`src/sensor_defines.svh`:
```
`ifndef SENSOR_DEFINES_SVH
`define SENSOR_DEFINES_SVH

// ------------------------------------------------------------
// Register offsets
// ------------------------------------------------------------
`define ROUTE_CFG_ADDR      8'hAC
`define FILTER_CFG_ADDR     8'hAD
`define EXIT_CFG_ADDR       8'hB0

// ------------------------------------------------------------
// Reset values and writable-bit masks
// ------------------------------------------------------------
`define ROUTE_CFG_RESET     8'h00
`define FILTER_CFG_RESET    8'h08
`define EXIT_CFG_RESET      8'h00
`define ROUTE_CFG_MASK      8'hF0
`define FILTER_CFG_MASK     8'h2F
`define EXIT_CFG_MASK       8'h3F

// ------------------------------------------------------------
// Field positions
// ------------------------------------------------------------
`define AMBIENT_PIN_FOLLOW_BIT     7
`define AMBIENT_AUX_PIN_ROUTE_BIT  6
`define NEAR_PIN_FOLLOW_BIT        5
`define NEAR_AUX_PIN_ROUTE_BIT     4
`define AMBIENT_ABORT_BIT          5
`define INFRARED_SUBTRACT_OFF_BIT  3
`define NEAR_AVG_DECIMATE_BIT      2
`define NEAR_AVG_DEPTH_BIT         1
`define NEAR_AVG_ENABLE_BIT        0
`define EXIT_IGNORE_EAST_BIT       5
`define EXIT_IGNORE_WEST_BIT       4
`define EXIT_IGNORE_SOUTH_BIT      3
`define EXIT_IGNORE_NORTH_BIT      2
`define EXIT_PERSIST_MSB           1
`define EXIT_PERSIST_LSB           0

`endif

```
`src/sensor_pkg.sv`:
```
package sensor_pkg;

  // ------------------------------------------------------------
  // Carrier types
  // ------------------------------------------------------------
  // Four colour results of one ambient cycle
  typedef struct packed {
    logic [15:0] clear;
    logic [15:0] red;
    logic [15:0] green;
    logic [15:0] blue;
  } color_t;

  // One motion dataset, one byte per direction
  typedef struct packed {
    logic [7:0] north;
    logic [7:0] south;
    logic [7:0] west;
    logic [7:0] east;
  } motion_sample_t;

  // Motion capture state
  typedef enum logic {
    CAP_IDLE,
    CAP_ACTIVE
  } capture_state_t;

endpackage

```
`src/sensor_int_filter_config.sv`:
```
`include "sensor_defines.svh"

module sensor_int_filter_config #(
  parameter int NEAR_W = 8
) (
  // Clock and reset
  input  wire logic                      clk,
  input  wire logic                      reset_n,
  // Register port
  input  wire logic                      reg_wr_en,
  input  wire logic                      reg_rd_en,
  input  wire logic [7:0]                reg_addr,
  input  wire logic [7:0]                reg_wdata,
  output logic      [7:0]                reg_rdata,
  // Ambient colour path
  input  wire logic                      color_valid,
  input  wire sensor_pkg::color_t        color_raw,
  input  wire logic [15:0]               ambient_low_thr,
  input  wire logic [15:0]               ambient_high_thr,
  output sensor_pkg::color_t             color_result,
  output logic                           color_result_valid,
  // Near path
  input  wire logic                      near_sample_valid,
  input  wire logic [NEAR_W-1:0]         near_sample,
  input  wire logic [NEAR_W-1:0]         near_low_thr,
  input  wire logic [NEAR_W-1:0]         near_high_thr,
  output logic      [NEAR_W-1:0]         near_result,
  output logic                           near_result_valid,
  // Motion capture and ambient integration control
  input  wire logic                      motion_enter,
  input  wire logic                      motion_sample_valid,
  input  wire sensor_pkg::motion_sample_t motion_sample,
  input  wire logic [7:0]                motion_exit_threshold,
  input  wire logic                      ambient_integrating,
  output logic                           motion_capture_state,
  output logic                           motion_exit,
  output logic                           ambient_abort,
  output logic                           ambient_restart,
  output logic                           ambient_skip_wait,
  // Interrupt and auxiliary pins, open drain, low when driven
  input  wire logic                      latched_int_req,
  output logic                           int_pin_o,
  output logic                           int_pin_oe,
  output logic                           aux_pin_o,
  output logic                           aux_pin_oe
);
  import sensor_pkg::*;

  if (NEAR_W < 2 || NEAR_W > 16) begin : g_width_check
    $error("NEAR_W must lie between 2 and 16");
  end

  // ------------------------------------------------------------
  // Reset synchroniser
  // ------------------------------------------------------------
  logic rst_meta_ff;
  logic rst_n_ff;

  // Release reset two edges after reset_n rises
  always_ff @(posedge clk or negedge reset_n)
  begin
    if (!reset_n)
    begin
      rst_meta_ff <= 1'b0;
      rst_n_ff    <= 1'b0;
    end
    else
    begin
      rst_meta_ff <= 1'b1;
      rst_n_ff    <= rst_meta_ff;
    end
  end

  // ------------------------------------------------------------
  // Configuration registers
  // ------------------------------------------------------------
  logic [7:0] route_cfg_ff;
  logic [7:0] filter_cfg_ff;
  logic [7:0] exit_cfg_ff;
  logic [7:0] rdata_ff;
  logic [7:0] nxt_route_cfg;
  logic [7:0] nxt_filter_cfg;
  logic [7:0] nxt_exit_cfg;
  logic [7:0] nxt_rdata;

  // Writes store only defined bits; reserved bits read zero
  always_comb
  begin
    nxt_route_cfg  = route_cfg_ff;
    nxt_filter_cfg = filter_cfg_ff;
    nxt_exit_cfg   = exit_cfg_ff;
    nxt_rdata      = rdata_ff;
    if (reg_wr_en)
    begin
      unique case (reg_addr)
        `ROUTE_CFG_ADDR:  nxt_route_cfg  = reg_wdata & `ROUTE_CFG_MASK;
        `FILTER_CFG_ADDR: nxt_filter_cfg = reg_wdata & `FILTER_CFG_MASK;
        `EXIT_CFG_ADDR:   nxt_exit_cfg   = reg_wdata & `EXIT_CFG_MASK;
        default:          nxt_route_cfg  = route_cfg_ff;
      endcase
    end
    if (reg_rd_en)
    begin
      unique case (reg_addr)
        `ROUTE_CFG_ADDR:  nxt_rdata = route_cfg_ff;
        `FILTER_CFG_ADDR: nxt_rdata = filter_cfg_ff;
        `EXIT_CFG_ADDR:   nxt_rdata = exit_cfg_ff;
        default:          nxt_rdata = 8'h00;
      endcase
    end
  end

  // Register storage
  always_ff @(posedge clk or negedge rst_n_ff)
  begin
    if (!rst_n_ff)
    begin
      route_cfg_ff  <= `ROUTE_CFG_RESET;
      filter_cfg_ff <= `FILTER_CFG_RESET;
      exit_cfg_ff   <= `EXIT_CFG_RESET;
      rdata_ff      <= 8'h00;
    end
    else
    begin
      route_cfg_ff  <= nxt_route_cfg;
      filter_cfg_ff <= nxt_filter_cfg;
      exit_cfg_ff   <= nxt_exit_cfg;
      rdata_ff      <= nxt_rdata;
    end
  end

  assign reg_rdata = rdata_ff;

  // ------------------------------------------------------------
  // Ambient colour correction and window state
  // ------------------------------------------------------------
  color_t     color_ff;
  color_t     nxt_color;
  logic       color_valid_ff;
  logic       ambient_out_ff;
  logic       nxt_ambient_out;
  logic [17:0] ir_sum;
  logic [16:0] ir_val;

  // Subtract with floor at zero
  function automatic logic [15:0] sub_floor(input logic [15:0] a, input logic [16:0] b);
    logic [16:0] d;
    d = {1'b0, a} - b;
    sub_floor = ({1'b0, a} < b) ? 16'h0000 : d[15:0];
  endfunction

  // IR estimate is clamped to zero when the sum goes negative
  always_comb
  begin
    ir_sum = {2'b00, color_raw.red} + {2'b00, color_raw.green}
           + {2'b00, color_raw.blue} - {2'b00, color_raw.clear};
    ir_val = ir_sum[17] ? 17'h0_0000 : ir_sum[17:1];
    nxt_color       = color_ff;
    nxt_ambient_out = ambient_out_ff;
    if (color_valid)
    begin
      nxt_color = color_raw;
      if (!filter_cfg_ff[`INFRARED_SUBTRACT_OFF_BIT])
      begin
        nxt_color.clear = sub_floor(color_raw.clear, ir_val);
        nxt_color.red   = sub_floor(color_raw.red, ir_val);
        nxt_color.green = sub_floor(color_raw.green, ir_val);
        nxt_color.blue  = sub_floor(color_raw.blue, ir_val);
      end
      // Live window state, no software clear needed
      nxt_ambient_out = (nxt_color.clear < ambient_low_thr) ||
                        (nxt_color.clear > ambient_high_thr);
    end
  end

  // Colour result storage
  always_ff @(posedge clk or negedge rst_n_ff)
  begin
    if (!rst_n_ff)
    begin
      color_ff       <= '0;
      color_valid_ff <= 1'b0;
      ambient_out_ff <= 1'b0;
    end
    else
    begin
      color_ff       <= nxt_color;
      color_valid_ff <= color_valid;
      ambient_out_ff <= nxt_ambient_out;
    end
  end

  assign color_result       = color_ff;
  assign color_result_valid = color_valid_ff;

  // ------------------------------------------------------------
  // Near averaging filter
  // ------------------------------------------------------------
  logic [NEAR_W-1:0] hist_ff [4];
  logic [NEAR_W-1:0] nxt_hist [4];
  logic [1:0]        grp_cnt_ff;
  logic [1:0]        nxt_grp_cnt;
  logic [NEAR_W-1:0] result_ff;
  logic [NEAR_W-1:0] nxt_result;
  logic              result_valid_ff;
  logic              nxt_result_valid;
  logic              near_hi_ff;
  logic              nxt_near_hi;
  logic [NEAR_W+1:0] sum2;
  logic [NEAR_W+1:0] sum4;
  logic [NEAR_W+1:0] avg;
  logic              grp_last;
  logic              avg_on;
  logic              depth4;

  // Sample history shifts by one entry per sample
  assign nxt_hist[0] = near_sample_valid ? near_sample : hist_ff[0];
  for (genvar i = 1; i < 4; i++) begin : g_hist
    assign nxt_hist[i] = near_sample_valid ? hist_ff[i-1] : hist_ff[i];
  end

  // Average, decimate and hysteresis on each published result
  always_comb
  begin
    avg_on = filter_cfg_ff[`NEAR_AVG_ENABLE_BIT];
    depth4 = filter_cfg_ff[`NEAR_AVG_DEPTH_BIT];
    sum2 = {2'b00, near_sample} + {2'b00, hist_ff[0]};
    sum4 = sum2 + {2'b00, hist_ff[1]} + {2'b00, hist_ff[2]};
    avg  = depth4 ? (sum4 >> 2) : (sum2 >> 1);
    grp_last = depth4 ? (grp_cnt_ff == 2'd3) : (grp_cnt_ff[0] == 1'b1);
    nxt_grp_cnt      = grp_cnt_ff;
    nxt_result       = result_ff;
    nxt_result_valid = 1'b0;
    nxt_near_hi      = near_hi_ff;
    if (near_sample_valid)
    begin
      nxt_grp_cnt = grp_last ? 2'd0 : grp_cnt_ff + 2'd1;
      // Decimate publishes on the group's last sample only
      if (!avg_on || !filter_cfg_ff[`NEAR_AVG_DECIMATE_BIT] || grp_last)
      begin
        nxt_result       = avg_on ? avg[NEAR_W-1:0] : near_sample;
        nxt_result_valid = 1'b1;
        if (nxt_result > near_high_thr)
          nxt_near_hi = 1'b1;
        else if (nxt_result < near_low_thr)
          nxt_near_hi = 1'b0;
      end
    end
  end

  // Near filter storage
  always_ff @(posedge clk or negedge rst_n_ff)
  begin
    if (!rst_n_ff)
    begin
      for (int k = 0; k < 4; k++)
        hist_ff[k] <= '0;
      grp_cnt_ff      <= 2'd0;
      result_ff       <= '0;
      result_valid_ff <= 1'b0;
      near_hi_ff      <= 1'b0;
    end
    else
    begin
      for (int k = 0; k < 4; k++)
        hist_ff[k] <= nxt_hist[k];
      grp_cnt_ff      <= nxt_grp_cnt;
      result_ff       <= nxt_result;
      result_valid_ff <= nxt_result_valid;
      near_hi_ff      <= nxt_near_hi;
    end
  end

  assign near_result       = result_ff;
  assign near_result_valid = result_valid_ff;

  // ------------------------------------------------------------
  // Motion capture exit and ambient abort
  // ------------------------------------------------------------
  capture_state_t cap_ff;
  capture_state_t nxt_cap;
  logic [3:0] pers_cnt_ff;
  logic [3:0] nxt_pers_cnt;
  logic       exit_ff;
  logic       nxt_exit;
  logic       abort_ff;
  logic       nxt_abort;
  logic       restart_ff;
  logic       nxt_restart;
  logic [3:0] below;
  logic [3:0] pers_need;
  logic       all_below;

  // Persistence counter and state transitions
  always_comb
  begin
    below = {motion_sample.east  < motion_exit_threshold,
             motion_sample.west  < motion_exit_threshold,
             motion_sample.south < motion_exit_threshold,
             motion_sample.north < motion_exit_threshold};
    all_below = &(below | exit_cfg_ff[`EXIT_IGNORE_EAST_BIT:`EXIT_IGNORE_NORTH_BIT]);
    pers_need = 4'h1 << exit_cfg_ff[`EXIT_PERSIST_MSB:`EXIT_PERSIST_LSB];
    nxt_cap      = cap_ff;
    nxt_pers_cnt = pers_cnt_ff;
    nxt_exit     = 1'b0;
    nxt_abort    = 1'b0;
    nxt_restart  = 1'b0;
    unique case (cap_ff)
      CAP_IDLE:
      begin
        nxt_pers_cnt = 4'h0;
        if (motion_enter)
        begin
          nxt_cap   = CAP_ACTIVE;
          nxt_abort = filter_cfg_ff[`AMBIENT_ABORT_BIT] && ambient_integrating;
        end
      end
      CAP_ACTIVE:
      begin
        if (motion_sample_valid)
        begin
          if (!all_below)
            nxt_pers_cnt = 4'h0;
          else if (pers_cnt_ff + 4'h1 >= pers_need)
          begin
            nxt_pers_cnt = 4'h0;
            nxt_cap      = CAP_IDLE;
            nxt_exit     = 1'b1;
            nxt_restart  = filter_cfg_ff[`AMBIENT_ABORT_BIT];
          end
          else
            nxt_pers_cnt = pers_cnt_ff + 4'h1;
        end
      end
    endcase
  end

  // Motion storage
  always_ff @(posedge clk or negedge rst_n_ff)
  begin
    if (!rst_n_ff)
    begin
      cap_ff      <= CAP_IDLE;
      pers_cnt_ff <= 4'h0;
      exit_ff     <= 1'b0;
      abort_ff    <= 1'b0;
      restart_ff  <= 1'b0;
    end
    else
    begin
      cap_ff      <= nxt_cap;
      pers_cnt_ff <= nxt_pers_cnt;
      exit_ff     <= nxt_exit;
      abort_ff    <= nxt_abort;
      restart_ff  <= nxt_restart;
    end
  end

  assign motion_capture_state = (cap_ff == CAP_ACTIVE);
  assign motion_exit          = exit_ff;
  assign ambient_abort        = abort_ff;
  assign ambient_restart      = restart_ff;
  assign ambient_skip_wait    = restart_ff;

  // ------------------------------------------------------------
  // Pin routing
  // ------------------------------------------------------------
  logic amb_aux;
  logic near_aux;
  logic amb_int;
  logic near_int;

  // Aux route takes the state off the interrupt pin
  always_comb
  begin
    amb_aux  = route_cfg_ff[`AMBIENT_AUX_PIN_ROUTE_BIT] && ambient_out_ff;
    near_aux = route_cfg_ff[`NEAR_AUX_PIN_ROUTE_BIT] && near_hi_ff;
    amb_int  = route_cfg_ff[`AMBIENT_PIN_FOLLOW_BIT] &&
               !route_cfg_ff[`AMBIENT_AUX_PIN_ROUTE_BIT] && ambient_out_ff;
    near_int = route_cfg_ff[`NEAR_PIN_FOLLOW_BIT] &&
               !route_cfg_ff[`NEAR_AUX_PIN_ROUTE_BIT] && near_hi_ff;
  end

  assign int_pin_o  = 1'b0;
  assign int_pin_oe = latched_int_req | amb_int | near_int;
  assign aux_pin_o  = 1'b0;
  assign aux_pin_oe = amb_aux | near_aux;

endmodule // sensor_int_filter_config

```
`config.mk`:
```
export PLATFORM = sky130hd
export DESIGN_NAME = sensor_int_filter_config
export DESIGN_NICKNAME = d
export VERILOG_FILES = /design/src/sensor_pkg.sv /design/src/sensor_int_filter_config.sv
export VERILOG_INCLUDE_DIRS = /design/src /design/src/src
export SDC_FILE = /design/constraint.sdc
export NUM_CORES = 1
export LEC_CHECK = 0
export BUFFER_PORTS_ARGS = -buffer_cell sky130_fd_sc_hd__buf_4
export CAP_MARGIN = 20
export CELL_PAD_IN_SITES_DETAIL_PLACEMENT = 0
export CELL_PAD_IN_SITES_GLOBAL_PLACEMENT = 2
export CORE_UTILIZATION = 34
export DETAILED_ROUTE_END_ITERATION = 8
export MAX_ROUTING_LAYER = met4
export PLACE_DENSITY = 0.84
export SLEW_MARGIN = 10
export SYNTH_ARGS = -nofsm -noshare
export SYNTH_HDL_FRONTEND = slang
export SYNTH_SLANG_ARGS = --single-unit
```
`constraint.sdc`:
```
create_clock -name clk -period 4.77 [get_ports clk]
set_input_delay 0.2385 -clock clk [delete_from_list [all_inputs] [get_ports clk]]
set_output_delay 0.2385 -clock clk [all_outputs]
set_load 0.02 [all_outputs]
```
Word level (Yosys, flattened, before mapping). Index checks and enable logic that the tools add are counted.

$add $sub $neg: 12. Multiply operators: 0. Divide/modulo/power cells: 0. Magnitude comparators: 13. Eq/ne operators: 5. Shift operators: 1. Muxes and demuxes: 35. Bitwise gates (word level): 5. Reductions and logical operators: 21.

Operators with widths (count): $mux W64 (2); $lt A16 B16 Y1 (5); $mux W16 (5); $sub A16 B16 Y16 (4); $lt A8 B8 Y1 (5); $eq A8 B8 Y1 const B (3); $pmux W8 S3 (1); $mux W1 (19); $add A17 B16 Y18 (1); $sub A18 B16 Y18 (1); $add A16 B16 Y17 (1); $gt A16 B16 Y1 (1); $mux W8 (2); $mux W4 (3); $add A10 B8 Y10 (1); $add A9 B8 Y10 (1); $add A8 B8 Y9 (1); $gt A8 B8 Y1 (1); $pmux W4 S2 (1); $reduce_and A2 Y1 (4); $logic_and A1 B1 Y1 (7); $add A4 B1 Y4 const B (1); $ge A4 B4 Y1 (1); $logic_not A1 Y1 (4); other kinds (13) (17).

Flip-flop bits (word level): 135. Latch bits: 0. Memory bits (writable): 0. Memory bits (read-only): 0. Input port bits: 186. Logic and storage cells: 116. Memories: 0.

Depth between registers and ports, before layout.
Word-level depth: 10. Mapped depth: 34. Gate-level depth less buffers: 34.

Worst setup path after synthesis. OpenSTA, ideal clock, no wires.

Kind: in2reg. Start: input color_raw[49] (netlist bit). End: register ambient_out_ff. Library setup time: 0.131 ns. Data arrival time: 6.137 ns. Data required time: 4.639 ns. Path slack: -1.498 ns. Stages: 31. Path buffers: 0. Cells stage by stage: inv_1 fa_1 inv_1 fa_1 inv_1 ha_1 inv_1 fa_1 nor2b_1 o21ai_0 a21boi_1 o311a_1 o211ai_1 a21o_1 nand3_1 and2_1 ha_1 fa_1 nor2b_1 o21ai_1 a21oi_1 o211ai_1 a221oi_1 nor2_1 xnor2_1 a22o_1 ha_1 nand4_1 or4_1 a21oi_1 o21ai_1.

Word-level cells in the longest chain between the ends: 8.

RTL lines: start: declaration (line sensor_int_filter_config.sv:17) `input wire sensor_pkg::color_t color_raw,`; $sub A18 B16 Y18 (line sensor_int_filter_config.sv:156) `+ {2'b00, color_raw.blue} - {2'b00, color_raw.clear};`; $mux W16 (line sensor_int_filter_config.sv:157) `ir_val = ir_sum[17] ? 17'h0_0000 : ir_sum[17:1];`; $sub A16 B16 Y16 / $lt A16 B16 Y1 (equally long branches) (line sensor_int_filter_config.sv:148, sensor_int_filter_config.sv:149); $mux W16 (line sensor_int_filter_config.sv:149) `sub_floor = ({1'b0, a} < b) ? 16'h0000 : d[15:0];`; $mux W64 * (line sensor_int_filter_config.sv:163) `` if (!filter_cfg_ff[`INFRARED_SUBTRACT_OFF_BIT]) ``; $mux W64 * (line sensor_int_filter_config.sv:160) `if (color_valid)`; $lt A16 B16 Y1 / $gt A16 B16 Y1 (equally long branches) (line sensor_int_filter_config.sv:171, sensor_int_filter_config.sv:172); $logic_or A1 B1 Y1 * (line sensor_int_filter_config.sv:171) `nxt_ambient_out = (nxt_color.clear < ambient_low_thr) ||`; end signal: assignment (line sensor_int_filter_config.sv:189) `ambient_out_ff <= nxt_ambient_out;`; end: declaration (line sensor_int_filter_config.sv:140) `logic ambient_out_ff;`.

Every way passes the cells marked *; elsewhere a longest branch is shown, timed or not. The select of a mux whose other input is x is not followed. A chain may end at the register's enable or synchronous reset.

Worst setup path in the final report. Same ends and word-level chain as after synthesis.

==> flow_summary.yaml <==
timing:
  drv_slew: 0
  layout_worst_path_cycle_share_pct: 125
  slew_headroom_pct: 31.5
  finalHoldViolCount: 0
  fin_crit_ns: 5.98
  fmax_mhz: 167
  tns_ns: -28.93
  worstMarginPinSlew_ns: 1.03
  rsz0062_at_grt: "yes"
  setup_slack_ns: -1.21
  finClkSkew_ns: 0.0142
  final-setup-viol-count: 65
synthesis:
  synth_edf_count: 0
  synth.area.top_cells: "dfrtp_1 (25%), ha_1 (17%), fa_1 (6.7%), inv_1 (5.8%), a21oi_1 (4.3%)"
  yosysTopAreaCell: "dfrtp_1"
  synth.most_common_cell: "inv_1"
  synth_compound_area_share_pct: 21.6
  netlist_area_um2: 13200
  synth.top_cells.by_count: "inv_1 (206), ha_1 (178), dfrtp_1 (134), nor2_1 (134), a21oi_1 (114)"
  synth.distinct_cells: 86
  yosysSeqAreaShare_pct: 25.5
  synth_fa_ha_area_share_pct: 23.5
  synth_top_area_share_pct: 25.3
  synth_xor_area_share_pct: 4.44
  synth_top_family_by_area: "adder cells"
  synth_area_per_cell_um2: 8.71
  ys_async_sr_fraction_pct: 100
  synth_ff_type: "dfrtp_1"
  synth_simple_gate_area_share_pct: 13.6
  synthCells: 1518
  synth-seq-cells: 135
  yosysWarnings: 0
  synthMuxAreaShare_pct: 3.98
min_path:
  min_path_type: "input pin to flip-flop"
flow_run:
  max_cap_violations: 0
placed_design:
  dpl_cell_area_um2: 18300
  io_buffers: 274
  dp_hpwl_um: 38100
  place_congestion: 0.887
  dp_slack_ns: -1.79
route:
  routed.top_layer: "met4"
  first_pass_iters: 5
  vias_per_cell: 4.98
  vias: 13100
  post_drt_wl_per_cell_um: 17.8
  wirelength_um: 46700
  drtAntennaViolNets: 0
  m1WireLength_um: 20100
  drc: 0
  drt_iter0_drc: 406
  route.met3.wl_um: 2330
  dr_wl_met2_um: 22700
setup_path:
  path_max_fanout: 5
  critPathLaunchType: "input pin"
  crit_path_end_kind: "flip-flop"
  reg2reg_slack_ns: 0.24
  arrival_ns: 6.31
  slowest_stage: "fa_1"
  slowest_delay_ns: 0.54
  critPathKind: "input pin to flip-flop"
  timing.rr.end: "near_hi_ff"
  reg2reg_from: "hist_ff[25]"
  crit_path_end: "ambient_out_ff"
  r2r_cells: 22
  critPathLaunch: "color_raw[49]"
  cp.required_ns: 5.10
status:
  failed_checks: "negative setup slack"
  status: "complete, but fails checks"
floorplanning:
  initial_utilization_pct: 34.9
  fp.dieW_um: 199
  fp-row-count: 71
  die-area_um2: 39700
  die_y_um: 199
  core_area_um2: 37900
  boundaryPins: 277
cts:
  clk_latency_ns: 0.46
  ctsLongestPathBuffers: 2
  clk_root_buffer_cell: "clkbuf_16"
  clk_pin_slew_ns: 0.07
  cts_sinks: 135
  numCtsBuffers: 17
  cts_tree: "yes"
  cts.htree.levels: 4
power:
  seqPwrFrac_pct: 12.3
  clockPowerShare_pct: 10.7
  combPwrFrac_pct: 77.0
  switching_share_pct: 44.0
  power.leakage_nw: 10.1
  ir_drop_mv: 0.398
  p_sw_mw: 6.04
  pwr_density_cell_nw_per_um2: 681
  p_int_mw: 7.70
global_route:
  overflow: 0
  grt_max_degree: 99
  grt_pass1_vias: 13500
  grt_pass1_wl_um: 70900
  antenna_found_initial: 0
  grt_use_total_pct: 24.2
layout:
  regArea_um2: 3380
  diodes: 0
  multi_input_area_um2: 9910
  postLayoutCellArea_um2: 20200
  finalNetCount: 2517
  synthToLayoutAreaGrowth_pct: 52.4
  fillers: 3492
  drive_gt1_share_pct: 41.7
-- stage by stage --
stage	utilization, %	total power [mW]	instances	hold WS [ns]
global route	53.2	14.8	2633	0.0178
finish	53.2	13.7	2633	0.0276
CTS	51.4	13.0	2615	0.00365
global placement	48.3	10.7	2564	0.0230
detailed placement	48.3	10.8	2564	0.0275
floorplan	-	6.99	1519	-0.0571
-- flip-flops by register name, indices dropped and copies added (netlist names), 2 cells and up --
| signal | cells |
|---|---|
| hist_ff | 24 |
| filter_cfg_ff | 5 |
| color_result | 64 |
| exit_cfg_ff | 6 |
| grp_cnt_ff | 2 |
| near_result | 8 |
| route_cfg_ff | 4 |
| pers_cnt_ff | 4 |
| reg_rdata | 8 |
-- power by group through the flow --
| stage | clock (mW) | combinational [mW] | sequential [mW] |
|---|---|---|---|
| 2_1_floorplan | 0 | 4.98 | 2.01 |
| 3_3_place_gp | 0 | 8.95 | 1.71 |
| 3_5_place_dp | 0 | 9.09 | 1.71 |
| 4_1_cts | 1.51 | 9.82 | 1.70 |
| 5_1_grt | 1.55 | 11.5 | 1.73 |
| 6_report | 1.47 | 10.6 | 1.69 |
-- worst max-delay path: cells and delay by family --
| family | cells | cell delay, ns |
|---|---|---|
| AOI/OAI and AO/OA | 17 | 2.75 |
| adders and majority gates | 7 | 2.22 |
| buffers and inverters | 7 | 0.47 |
| muxes | 1 | 0.13 |
| and+or+nand+nor | 4 | 0.49 |
-- what timing repair did --
item | CTS | global route
cloned | 2 | 1
setup endpoints to repair | 66 | 66
gates resized for setup | 89 | 94
hold endpoints to repair | 3 | 0
pin swaps | 74 | 88
buffers inserted | 17 | 19
hold buffers | 2 | 0
-- cells in the final DEF (no fill, tap or decap), drive strengths merged, types with 4 or more instances in the layout --
master / count
o21a: 11
mux2: 45
a21o: 52
fa: 44
o21bai: 4
nand3: 27
nor2b: 25
nor4: 4
o22ai: 13
xor2: 29
ha: 178
a21oi: 125
clkinv: 4
nand2b: 20
o31ai: 12
xnor2: 38
buf: 608
or3: 5
clkbuf: 18
a21boi: 4
nor3: 24
a22o: 4
inv: 216
a31oi: 15
a31o: 5
and2: 6
nand3b: 7
nor2: 134
o41ai: 4
nand2: 92
o21ai: 67
o211ai: 7
a22oi: 52
dfrtp: 134
a211oi: 8
or2: 8
nand4: 10
and3: 7
-- how the worst min path moves through the flow --
stage,depth (start not counted),endpoint,slack (ns),startpoint
after global routing,2,exit_cfg_ff[0],0.02,reg_wdata[0]
after CTS,3,route_cfg_ff[4],0.004,reg_wdata[4]
after global placement,1,rst_meta_ff,0.02,reset_n
after floorplan,0,rst_meta_ff,-0.06,reset_n
final,2,exit_cfg_ff[1],0.03,reg_wdata[1]
after detailed placement,1,rst_meta_ff,0.03,reset_n
-- layout make-up --
| type | instances | area share, % |
|---|---|---|
| Tap cell | 511 | 3.17 |
| Inverter | 208 | 3.90 |
| Clock inverter | 15 | 1.02 |
| Sequential cell | 135 | 16.8 |
| Timing Repair Buffer | 611 | 23.9 |
| Clock buffer | 17 | 2.11 |
| Multi-Input combinational cell | 1136 | 49.1 |
-- cells by family after synthesis --
| logic type | Yosys count |
|---|---|
| AO/OA/AOI/OAI | 416 |
| AND/OR/NAND/NOR | 381 |
| buffers and inverters | 248 |
| adder cells (fa/ha/maj) | 222 |
| flip-flops | 135 |
| XOR/XNOR | 67 |
| multiplexers | 47 |
| other | 2 |
-- per-layer routing --
metal / vias up / track usage (%)
li1: 6496 / -
met1: 6226 / 28.4
met2: 311 / 41.1
met3: 81 / 4.03
met4: 0 / 9.66
met5: - / -
Note: power is estimated with default switching activity, not from simulation.
